## config.mk

```make
export PLATFORM = sky130hd
export DESIGN_NAME = nie_core
export DESIGN_NICKNAME = d
export VERILOG_FILES = /design/src/hw/nie_core.v /design/src/hw/nie_edge_det.v /design/src/hw/nie_mask_arb.v
export VERILOG_INCLUDE_DIRS = /design/src /design/src/include
export SDC_FILE = /design/constraint.sdc
export NUM_CORES = 1
export LEC_CHECK = 0
export BUFFER_PORTS_ARGS = -buffer_cell sky130_fd_sc_hd__buf_4
export CORE_MARGIN = 2
export CORE_UTILIZATION = 45
export DETAILED_ROUTE_END_ITERATION = 8
export SYNTH_ARGS = -nofsm -noshare
export SYNTH_HDL_FRONTEND = slang
export SYNTH_SLANG_ARGS = --single-unit
```

## constraint.sdc

```tcl
create_clock -name clk -period 133.6 [get_ports clk]
set_input_delay 26.72 -clock clk [delete_from_list [all_inputs] [get_ports clk]]
set_output_delay 26.72 -clock clk [all_outputs]
set_load 0.02 [all_outputs]
```

## src/include/nie_defs.vh

```
// Purpose: constants for the non-maskable interrupt entry/return unit
// Assumes: 32-bit status word, classic wishbone register window
// Notes:   offsets are byte addresses of 32-bit words
`ifndef NIE_DEFS_VH
`define NIE_DEFS_VH

// register offsets
`define NIE_OFS_CTRL      8'h00
`define NIE_OFS_STATUS    8'h04
`define NIE_OFS_PC        8'h08
`define NIE_OFS_PSW       8'h0c
`define NIE_OFS_FPC       8'h10
`define NIE_OFS_FPSW      8'h14
`define NIE_OFS_CAUSE     8'h18
`define NIE_OFS_WDMODE    8'h1c
`define NIE_OFS_MASK_LO   8'h20
`define NIE_OFS_MASK_HI   8'h24
`define NIE_OFS_PRIO      8'h28
`define NIE_OFS_CMD       8'h2c

// status word bit positions
`define NIE_PSW_ID        5
`define NIE_PSW_EP        6
`define NIE_PSW_NP        7

// command bits
`define NIE_CMD_RETURN_FROM_INTERRUPT_INSTR      0
`define NIE_CMD_EI        1
`define NIE_CMD_DI        2

// exception codes and handler addresses
`define NIE_CODE_PIN      16'h0010
`define NIE_CODE_WDT      16'h0020
`define NIE_VEC_PIN       32'h00000010
`define NIE_VEC_WDT       32'h00000020

// edge select
`define NIE_EDGE_NONE     2'h0
`define NIE_EDGE_RISE     2'h1
`define NIE_EDGE_FALL     2'h2
`define NIE_EDGE_BOTH     2'h3

// watchdog mode value that routes overflow to the nmi
`define NIE_WD_NMI_MODE   2'h1

// reset values
`define NIE_RST_PSW       32'h00000020
`define NIE_RST_PC        32'h00000000

// maskable sources and priority levels
`define NIE_NUM_SRC       55
`define NIE_PRIO_LVLS     8

`endif

```

## src/hw/nie_core.v

```verilog
// Purpose: nmi accept, entry and return sequencing with maskable accept
// Assumes: cpu pipeline models pc advance outside; commands via wishbone
// Notes:   entry takes effect in one clock edge
//
// The Wishbone register port and the register addresses were left to the implementer.
`timescale 1ns/10ps
`include "nie_defs.vh"

// Summary of operation
// - pin nmi held until return instruction
// - watchdog held while servicing flag set
// - watchdog preempts a pin service when servicing flag clear
// - save pc and status in the same edge on entry
// - cause upper halfword gets source code
// - entry sets servicing, disable; clears pending
// - pc loads fixed handler address
// - return restores pc and status words
// - write-once watchdog mode survives software reset
// - servicing flag blocks nmi nesting
// - fifty-five individually maskable sources
// - any accept disables maskable interrupts
// - only strictly higher priority nests
// - watchdog beats pin when simultaneous
// - pin edge selectable, none at reset
// - watchdog nmi only in mode 01
// - nmi ignores disable, beats maskable
module nie_core #(
  parameter NSRC = `NIE_NUM_SRC
) (
  // clock and reset
  input  wire            clk,
  input  wire            arst_n,
  input  wire            ce,
  // wishbone slave
  input  wire            wb_cyc_i,
  input  wire            wb_stb_i,
  input  wire            wb_we_i,
  input  wire [7:0]      wb_adr_i,
  input  wire [3:0]      wb_sel_i,
  input  wire [31:0]     wb_dat_i,
  output reg  [31:0]     wb_dat_o,
  output reg             wb_ack_o,
  // request sources
  input  wire            nmi_pin,
  input  wire            wdt_overflow,
  input  wire [NSRC-1:0] mask_req,
  // cpu view
  output reg  [31:0]     pc_out,
  output reg             nmi_taken,
  output reg             mask_taken,
  output reg  [5:0]      mask_idx
);

  ////////////////////////////////////////////////////////////////////////
  // state
  reg [31:0]     pc_ff, psw_ff, fpc_ff, fpsw_ff, cause_ff;
  reg [1:0]      edge_sel_ff;
  reg [1:0]      wdmode_ff;
  reg            wdmode_lock_ff;
  reg            pin_pend_ff, wdt_pend_ff;
  reg            svc_wdt_ff, in_nmi_ff;
  reg [NSRC-1:0] mask_ff;
  reg [NSRC*3-1:0] prio_ff;
  reg [3:0]      isp_lvl_ff;

  wire       pin_hit;
  wire       arb_valid;
  wire [5:0] arb_idx;
  wire [2:0] arb_lvl;

  nie_edge_det u_edge (
    .clk      (clk),
    .arst_n   (arst_n),
    .ce       (ce),
    .pin      (nmi_pin),
    .edge_sel (edge_sel_ff),
    .hit      (pin_hit)
  );

  nie_mask_arb #(.NSRC(NSRC)) u_arb (
    .req   (mask_req),
    .mask  (mask_ff),
    .prio  (prio_ff),
    .limit (isp_lvl_ff),
    .valid (arb_valid),
    .idx   (arb_idx),
    .lvl   (arb_lvl)
  );

  ////////////////////////////////////////////////////////////////////////
  // bus decode
  wire        wb_req = wb_cyc_i & wb_stb_i & ~wb_ack_o;
  wire        wr_en  = ce & wb_req & wb_we_i;
  wire [31:0] wmask  = {{8{wb_sel_i[3]}}, {8{wb_sel_i[2]}}, {8{wb_sel_i[1]}}, {8{wb_sel_i[0]}}};

  function [31:0] merge;
    input [31:0] old;
    input [31:0] nw;
    input [31:0] m;
    begin
      merge = (old & ~m) | (nw & m);
    end
  endfunction

  function wr_hit;
    input [7:0] ofs;
    begin
      wr_hit = wr_en && (wb_adr_i == ofs);
    end
  endfunction

  wire cmd_return_from_interrupt_instr = wr_hit(`NIE_OFS_CMD) & wb_sel_i[0] & wb_dat_i[`NIE_CMD_RETURN_FROM_INTERRUPT_INSTR];
  wire cmd_ei   = wr_hit(`NIE_OFS_CMD) & wb_sel_i[0] & wb_dat_i[`NIE_CMD_EI];
  wire cmd_di   = wr_hit(`NIE_OFS_CMD) & wb_sel_i[0] & wb_dat_i[`NIE_CMD_DI];

  wire np = psw_ff[`NIE_PSW_NP];
  wire ep = psw_ff[`NIE_PSW_EP];
  wire id = psw_ff[`NIE_PSW_ID];

  ////////////////////////////////////////////////////////////////////////
  // acceptance
  wire wdt_qual = wdt_overflow & (wdmode_ff == `NIE_WD_NMI_MODE);
  wire wdt_any  = wdt_pend_ff | wdt_qual;
  wire pin_any  = pin_pend_ff | pin_hit;
  // pin waits for the return regardless of flag; watchdog gated by flag
  wire take_wdt = wdt_any & ~np & ~(in_nmi_ff & svc_wdt_ff);
  wire take_pin = pin_any & ~in_nmi_ff & ~np & ~take_wdt;
  wire take_nmi = take_wdt | take_pin;
  wire take_msk = arb_valid & ~take_nmi & ~id & ~np & ~cmd_return_from_interrupt_instr;
  wire do_return_from_interrupt_instr  = cmd_return_from_interrupt_instr & ~take_nmi;

  ////////////////////////////////////////////////////////////////////////
  // sequential
  always @(posedge clk or negedge arst_n) begin
    if (!arst_n) begin
      pc_ff          <= `NIE_RST_PC;
      psw_ff         <= `NIE_RST_PSW;
      fpc_ff         <= 32'h00000000;
      fpsw_ff        <= 32'h00000000;
      cause_ff       <= 32'h00000000;
      edge_sel_ff    <= `NIE_EDGE_NONE;
      wdmode_ff      <= 2'h0;
      wdmode_lock_ff <= 1'b0;
      pin_pend_ff    <= 1'b0;
      wdt_pend_ff    <= 1'b0;
      svc_wdt_ff     <= 1'b0;
      in_nmi_ff      <= 1'b0;
      mask_ff        <= {NSRC{1'b1}};
      prio_ff        <= {(NSRC*3){1'b1}};
      isp_lvl_ff     <= 4'h8;
      wb_ack_o       <= 1'b0;
      wb_dat_o       <= 32'h00000000;
      pc_out         <= `NIE_RST_PC;
      nmi_taken      <= 1'b0;
      mask_taken     <= 1'b0;
      mask_idx       <= 6'h00;
    end else if (ce) begin
      wb_ack_o   <= wb_req;
      nmi_taken  <= take_nmi;
      mask_taken <= take_msk;

      // pending latches: the accept clear beats a new hit
      // a pin edge that meets a watchdog accept is dropped, not held
      pin_pend_ff <= (pin_pend_ff | (pin_hit & ~take_wdt)) & ~take_pin;
      wdt_pend_ff <= (wdt_pend_ff & ~take_wdt) | (wdt_qual & ~take_wdt);

      // software register writes
      if (wr_hit(`NIE_OFS_CTRL) & wb_sel_i[0])
        edge_sel_ff <= wb_dat_i[1:0];
      if (wr_hit(`NIE_OFS_PC))
        pc_ff <= merge(pc_ff, wb_dat_i, wmask);
      if (wr_hit(`NIE_OFS_PSW))
        psw_ff <= merge(psw_ff, wb_dat_i, wmask);
      if (wr_hit(`NIE_OFS_FPC))
        fpc_ff <= merge(fpc_ff, wb_dat_i, wmask);
      if (wr_hit(`NIE_OFS_FPSW))
        fpsw_ff <= merge(fpsw_ff, wb_dat_i, wmask);
      if (wr_hit(`NIE_OFS_WDMODE) & wb_sel_i[0] & ~wdmode_lock_ff) begin
        wdmode_ff      <= wb_dat_i[1:0];
        wdmode_lock_ff <= 1'b1;
      end
      if (wr_hit(`NIE_OFS_MASK_LO))
        mask_ff[31:0] <= merge(mask_ff[31:0], wb_dat_i, wmask);
      if (wr_hit(`NIE_OFS_MASK_HI))
        mask_ff[NSRC-1:32] <= wb_dat_i[NSRC-33:0];
      if (wr_hit(`NIE_OFS_PRIO))
        prio_ff[wb_dat_i[13:8]*3 +: 3] <= wb_dat_i[2:0];
      if (cmd_ei)
        psw_ff[`NIE_PSW_ID] <= 1'b0;
      if (cmd_di)
        psw_ff[`NIE_PSW_ID] <= 1'b1;

      // entry and return override software writes
      if (take_nmi) begin
        fpc_ff   <= pc_ff;
        fpsw_ff  <= psw_ff;
        cause_ff <= {(take_wdt ? `NIE_CODE_WDT : `NIE_CODE_PIN), cause_ff[15:0]};
        psw_ff   <= (psw_ff | (32'h1 << `NIE_PSW_NP) | (32'h1 << `NIE_PSW_ID))
                    & ~(32'h1 << `NIE_PSW_EP);
        pc_ff    <= take_wdt ? `NIE_VEC_WDT : `NIE_VEC_PIN;
        pc_out   <= take_wdt ? `NIE_VEC_WDT : `NIE_VEC_PIN;
        in_nmi_ff  <= 1'b1;
        svc_wdt_ff <= take_wdt;
      end else if (take_msk) begin
        psw_ff[`NIE_PSW_ID] <= 1'b1;
        isp_lvl_ff          <= {1'b0, arb_lvl};
        mask_idx            <= arb_idx;
      end else if (do_return_from_interrupt_instr) begin
        if (!ep && np) begin
          pc_ff     <= fpc_ff;
          psw_ff    <= fpsw_ff;
          pc_out    <= fpc_ff;
          in_nmi_ff <= 1'b0;
          svc_wdt_ff <= 1'b0;
        end else if (!ep && !np) begin
          isp_lvl_ff <= 4'h8;
        end
      end else begin
        pc_out <= pc_ff;
      end

      // register reads
      if (wb_req & ~wb_we_i) begin
        case (wb_adr_i)
          `NIE_OFS_CTRL:    wb_dat_o <= {30'h0, edge_sel_ff};
          `NIE_OFS_STATUS:  wb_dat_o <= {26'h0, isp_lvl_ff[2:0], svc_wdt_ff, pin_pend_ff, wdt_pend_ff};
          `NIE_OFS_PC:      wb_dat_o <= pc_ff;
          `NIE_OFS_PSW:     wb_dat_o <= psw_ff;
          `NIE_OFS_FPC:     wb_dat_o <= fpc_ff;
          `NIE_OFS_FPSW:    wb_dat_o <= fpsw_ff;
          `NIE_OFS_CAUSE:   wb_dat_o <= cause_ff;
          `NIE_OFS_WDMODE:  wb_dat_o <= {29'h0, wdmode_lock_ff, wdmode_ff};
          `NIE_OFS_MASK_LO: wb_dat_o <= mask_ff[31:0];
          `NIE_OFS_MASK_HI: wb_dat_o <= {{(64-NSRC){1'b0}}, mask_ff[NSRC-1:32]};
          default:          wb_dat_o <= 32'h00000000;
        endcase
      end
    end
  end

endmodule // nie_core

```

## src/hw/nie_edge_det.v

```verilog
// Purpose: selectable edge detector for the nmi pin
// Assumes: pin input synchronous to clk
// Notes:   sel none gives no pulse
`timescale 1ns/10ps
`include "nie_defs.vh"

module nie_edge_det (
  // clock and reset
  input  wire       clk,
  input  wire       arst_n,
  input  wire       ce,
  // pin and select
  input  wire       pin,
  input  wire [1:0] edge_sel,
  // qualified edge
  output wire       hit
);

  reg pin_ff;

  always @(posedge clk or negedge arst_n) begin
    if (!arst_n) begin
      pin_ff <= 1'b0;
    end else if (ce) begin
      pin_ff <= pin;
    end
  end

  // edge qualification
  assign hit = ce & (((edge_sel == `NIE_EDGE_RISE) & pin & ~pin_ff) |
                     ((edge_sel == `NIE_EDGE_FALL) & ~pin & pin_ff) |
                     ((edge_sel == `NIE_EDGE_BOTH) & (pin ^ pin_ff)));

endmodule // nie_edge_det

```

## src/hw/nie_mask_arb.v

```verilog
// Purpose: maskable request arbiter
// Assumes: level requests, one priority level per source
// Notes:   lowest index wins among equal levels
`timescale 1ns/10ps
`include "nie_defs.vh"

module nie_mask_arb #(
  parameter NSRC = `NIE_NUM_SRC
) (
  // requests
  input  wire [NSRC-1:0]   req,
  input  wire [NSRC-1:0]   mask,
  input  wire [NSRC*3-1:0] prio,
  // cutoff: only levels below this value accepted
  input  wire [3:0]        limit,
  // selection
  output reg               valid,
  output reg  [5:0]        idx,
  output reg  [2:0]        lvl
);

  integer i;

  always @* begin
    valid = 1'b0;
    idx   = 6'h00;
    lvl   = 3'h7;
    for (i = NSRC - 1; i >= 0; i = i - 1) begin
      // masked sources never compete
      if (req[i] && !mask[i] && ({1'b0, prio[i*3 +: 3]} < limit) &&
          (!valid || prio[i*3 +: 3] <= lvl)) begin
        valid = 1'b1;
        idx   = i[5:0];
        lvl   = prio[i*3 +: 3];
      end
    end
  end

endmodule // nie_mask_arb

```

# Word-level counts from Yosys, hierarchy flattened
# Index checks and enable logic that the tools add are counted.
# word_totals
reg_bits	451
out_inout_bits	73
# classes
add_sub_neg	1
mul	1
magnitude_cmp	109
n_eq_ne	18
shift	2
muxes	200
n_bitwise	67
reduce_logical	362
# ops
operator	count
two-way mux 32 bit	16
two-way mux 6 bit	57
one-hot mux 32 bit (10 select lines)	1
< comparator 3 x 4 -> 1 bit	55
bitwise AND 32 bit	6
logical AND 1 bit	176
bitwise mux 165 bit	1
two-way mux 3 bit	55
variable shift 3 x 34 -> 165 bit, first input constant	1
variable part select 3 x 34 -> 165 bit	1
<= comparator 3 bit	54
OR 32 bit	5
logical NOT 1 bit	111
two-way mux 1 bit	63
logical OR 1 bit	54
bitwise AND 1 bit	34
negator 8 -> 34 bit	1
== test 8 x 5 -> 1 bit, second input constant	4
== test 8 x 6 -> 1 bit, second input constant	4
inverter 32 bit	1
two-way mux 26 bit	1
AND reduction 2 bit	10
== test 8 x 4 -> 1 bit, second input constant	2
two-way mux 4 bit	4
other kinds (16)	43

# Longest topological paths before layout
# depth
word_depth	226
ltp_mapped	476

# Modules after synthesis
# From an unflattened synthesis, not the netlist that was laid out.
# hier_totals
cells_unflattened	3437
area_unflattened_um2	32700.1
# by_module_without_submodules
mod	instances	cells_per_inst	area_per_inst_um2	seq_area_each_um2
nie_core	1	1711	20458.4	11188.2
nie_mask_arb	1	1721	12180.4	0.0
nie_edge_det	1	5	61.3	25.0

# Worst setup path before layout
# OpenSTA, ideal clock, no wires.
# synth_timing
path_kind	input to register
start	input port mask_req[54]
end	register mask_idx[5]
t_arrival_ps	98391
required_ps	133532
slack_ps	35142
path_stages	439
path_buffers	16
cell_sequence	nand3b_1 or2_2 nor2_1 ha_1 a211o_1 and2_1 a211oi_1 nor2_1 ha_1 nor2b_1 o21ai_0 a32oi_1 a21oi_1 o32ai_1 ha_1 nand3_1 o21ai_0 a22oi_1 [... 403 more ...] nor2b_1 o21ai_0 nand2b_1 a31oi_1 nand2_1 o21a_1 ha_1 a21o_1 a21oi_1 a31oi_1 o21a_1 nor2_1 or2_1 buf_2 nor2_1 nand2_1 nor3_1 a32o_1
# synth_via
elab_chain_cells	224
# synth_lines
item	line_no	rtl
from (decl)	nie_core.v:46	input wire [NSRC-1:0] mask_req,
logical AND 1 bit * (2 in a row)	nie_mask_arb.v:30	if (req[i] && !mask[i] && ({1'b0, prio[i*3 +: 3]} < limit) &&
two-way mux 3 bit or two-way mux 1 bit (tied branches)	nie_mask_arb.v:30	
<= comparator 3 bit or logical NOT 1 bit (tied branches)	nie_mask_arb.v:31	(!valid || prio[i*3 +: 3] <= lvl)) begin
logical OR 1 bit	nie_mask_arb.v:31	
logical AND 1 bit	nie_mask_arb.v:30	
two-way mux 3 bit or two-way mux 1 bit (tied branches)	nie_mask_arb.v:30	
<= comparator 3 bit or logical NOT 1 bit (tied branches)	nie_mask_arb.v:31	
logical OR 1 bit	nie_mask_arb.v:31	
[... 204 more ...]	n/a	
logical AND 1 bit	nie_mask_arb.v:30	
two-way mux 3 bit or two-way mux 1 bit (tied branches)	nie_mask_arb.v:30	
<= comparator 3 bit or logical NOT 1 bit (tied branches)	nie_mask_arb.v:31	
logical OR 1 bit	nie_mask_arb.v:31	
logical AND 1 bit	nie_mask_arb.v:30	
two-way mux 1 bit	nie_mask_arb.v:30	
bitwise AND 1 bit (4 in a row)	nie_core.v:129	wire take_msk = arb_valid & ~take_nmi & ~id & ~np & ~cmd_return_from_interrupt_instr;
AND reduction 3 bit (no line)	n/a	
to (signal assigned)	nie_core.v:207	mask_idx <= arb_idx;
to (decl)	nie_core.v:51	output reg [5:0] mask_idx
# Every way passes the cells marked *; elsewhere a longest branch is shown, timed or not.
# A chain may end at the register's enable or synchronous reset.

# Worst setup path in the final report
# Same ends and word-level chain as after synthesis.

==> metrics <==
outcome=complete, no violations; max frequency=8.985 MHz; DIE WIDTH=269.8 um; DP Wirelength=92270 um; FILL cells=6595; Mapped Nets=3973; number of flops mapped to enable cells by yosys=0; Clock Sink Count=437; RSZ-0062 raised after global routing=no; vias per cell=6.310; CTS tree=yes; Via Count=29750; Synth Flop Type=dfstp_2; max cap viols=0; pin count of the biggest net entering global routing=79; post-synthesis cell count=3590; Clock transition at path regs=60 ps; synth warn=0; number of synthesized register bits=437; CP max stage delay=780 ps; Clock Path Buffers=3; Crit. End Element=flip-flop; area delta synth->final=13.53%; CP max-delay cell=a31oi_1; Final GP Congestion=1.008; first-pass GRT wire length=185600 um; global route overflow=0; I/O Buffers=179; setup TNS=0 ps; worst slew pin tran=1213 ps; syn avg cell area=8.858 um2; Startpoint Class=input port; CP Max Fanout=14; Arr. time, crit path=111830 ps; cts bufs inserted=54; Core Area=0.07003 mm2; Synth cell types=100; Rel. slew slack=18.86%; CTS HTree Levels=2; router iterations before antenna repair=6; die height=269.8 um; Register Area=0.01121 mm2; period utilization=83.30%; Setup Buffers After CTS=0; worst hold path type=reg -> reg; DRT antenna net count=0; clock skew=78.52 ps; Post-CTS Resized=0; Final Hold Vio Count=0; Tot GR Track Use=33.44%; Clock Latency Late Sink=670 ps; hold_buf cts=0; layout cells sized above 1=20.82%; Crit Path Category=in -> reg; routed length per instance=26.35 um; root buf cell=clkbuf_16; Initial DRC Count=3392; vias in the first global route=28210; Multi-input gate area=0.01943 mm2; post-synthesis async set-or-reset flop share=100.0%; initial core utilization=45.41%; Total Nets Final=4107; Final setup viols=0; full die area=0.07281 mm2; fin crit period=111290 ps; Detailed Route WL=124200 um; I/O pin total=180; critical path required time=134140 ps; initial antenna violation count=11; site row count=97; post-synthesis sequential area ratio=35.26%; pins over their slew limit=0; DRC violations left=0; most used cell along the critical path=ha_1; Post-Syn Area=0.03180 mm2
synthesized netlist by cell type (43+ instances only):
master / n / area share [%]
clkbuf_1: 134 / 1.6
a31oi_1: 58 / 1.1
mux2_2: 167 / 5.9
o22ai_1: 108 / 2.1
dfstp_2: 222 / 18
ha_1: 276 / 11
dfrtp_1: 215 / 17
nand2b_1: 79 / 1.6
nor2b_1: 87 / 1.7
mux2i_1: 77 / 2.4
o31ai_1: 58 / 1.4
a21o_1: 91 / 2.1
nor3_1: 43 / 0.68
nand2_1: 321 / 3.8
a21oi_1: 276 / 4.3
nand3_1: 81 / 1.3
o21ai_0: 255 / 4.0
inv_1: 171 / 2.0
nor2_1: 310 / 3.7
stage by stage:
stage               std cells  setup WS (ps)  hold WS (ps)  utilization [%]  area [um2]
floorplan                3590          35140         445.8                -       31800
global placement         4608          24590         461.3            48.84       34200
detailed placement       4608          23710         469.2            48.84       34200
CTS                      4710          23990         485.3            51.54       36090
global route             4711          14770         493.6            51.55       36100
finish                   4714          22310         479.4            51.56       36100
placed cells by master, fill, tap and decap left out, types with 58 or more instances in the layout:
master    count
nand2_1     321
nor2_1      302
a21oi_1     276
ha_1        276
o21ai_0     254
buf_4       229
dfstp_2     222
dfrtp_1     214
inv_1       169
mux2_2      167
o22ai_1     108
a21o_1       91
nor2b_1      87
nand3_1      81
nand2b_1     79
mux2i_1      77
o31ai_1      58
a31oi_1      58
layer usage:
metal	vias up	wire [um]	global-route usage (%)
li1	13560	-	-
met1	14460	51490	44.41
met2	1404	55170	52.27
met3	309	10660	6.552
met4	8	6856	16.20
met5	-	63	0
final cells by class:
type                    count  share of cell area [%]
diodes                      4                 0.02772
clock buffers              74                   4.339
clock inverters            28                  0.9010
inverters                 173                   1.799
multi-input cells        2828                   53.81
flip-flops and latches    437                   31.06
well taps                 940                   3.258
repair buffers            230                   4.803
logic make-up (layout without fill, tap and decap cells):
group	after synthesis	count (layout)	synth area share [%]
buffers and inverters	325	505	3.899
AO/OA/AOI/OAI	1213	1213	25.08
flip-flops	437	437	35.26
XOR/XNOR	7	7	0.1928
other	0	4	0
AND/OR/NAND/NOR	1088	1088	16.37
multiplexers	244	244	8.337
adder cells (fa/ha/maj)	276	276	10.86
final timing paths:
check                      slack, ps          start  cells after the start                    endpoint
max                            22310   mask_req[54]                    425                 mask_idx[5]
min                              480     pc_out[24]                      2                  pc_out[24]
max reg2reg                    47410  isp_lvl_ff[1]                    427                 mask_idx[5]
min reg2reg                      480     pc_out[24]                      2                  pc_out[24]
max in group asynchronous     103890         arst_n                      5  asynchronous set/reset pin
min in group asynchronous      26430         arst_n                      1                prio_ff[121]
worst max-delay path, delay by kind of cell:
family	cells	cell delay, ps
fa+ha+maj	54	14430
mux	8	2820
buf+inv	24	2470
compound gates	231	46460
simple gates	108	18780
Power is left out: the tool's default activity adds up to more than one toggle a clock period on the data nets, which glitch-free logic cannot reach.
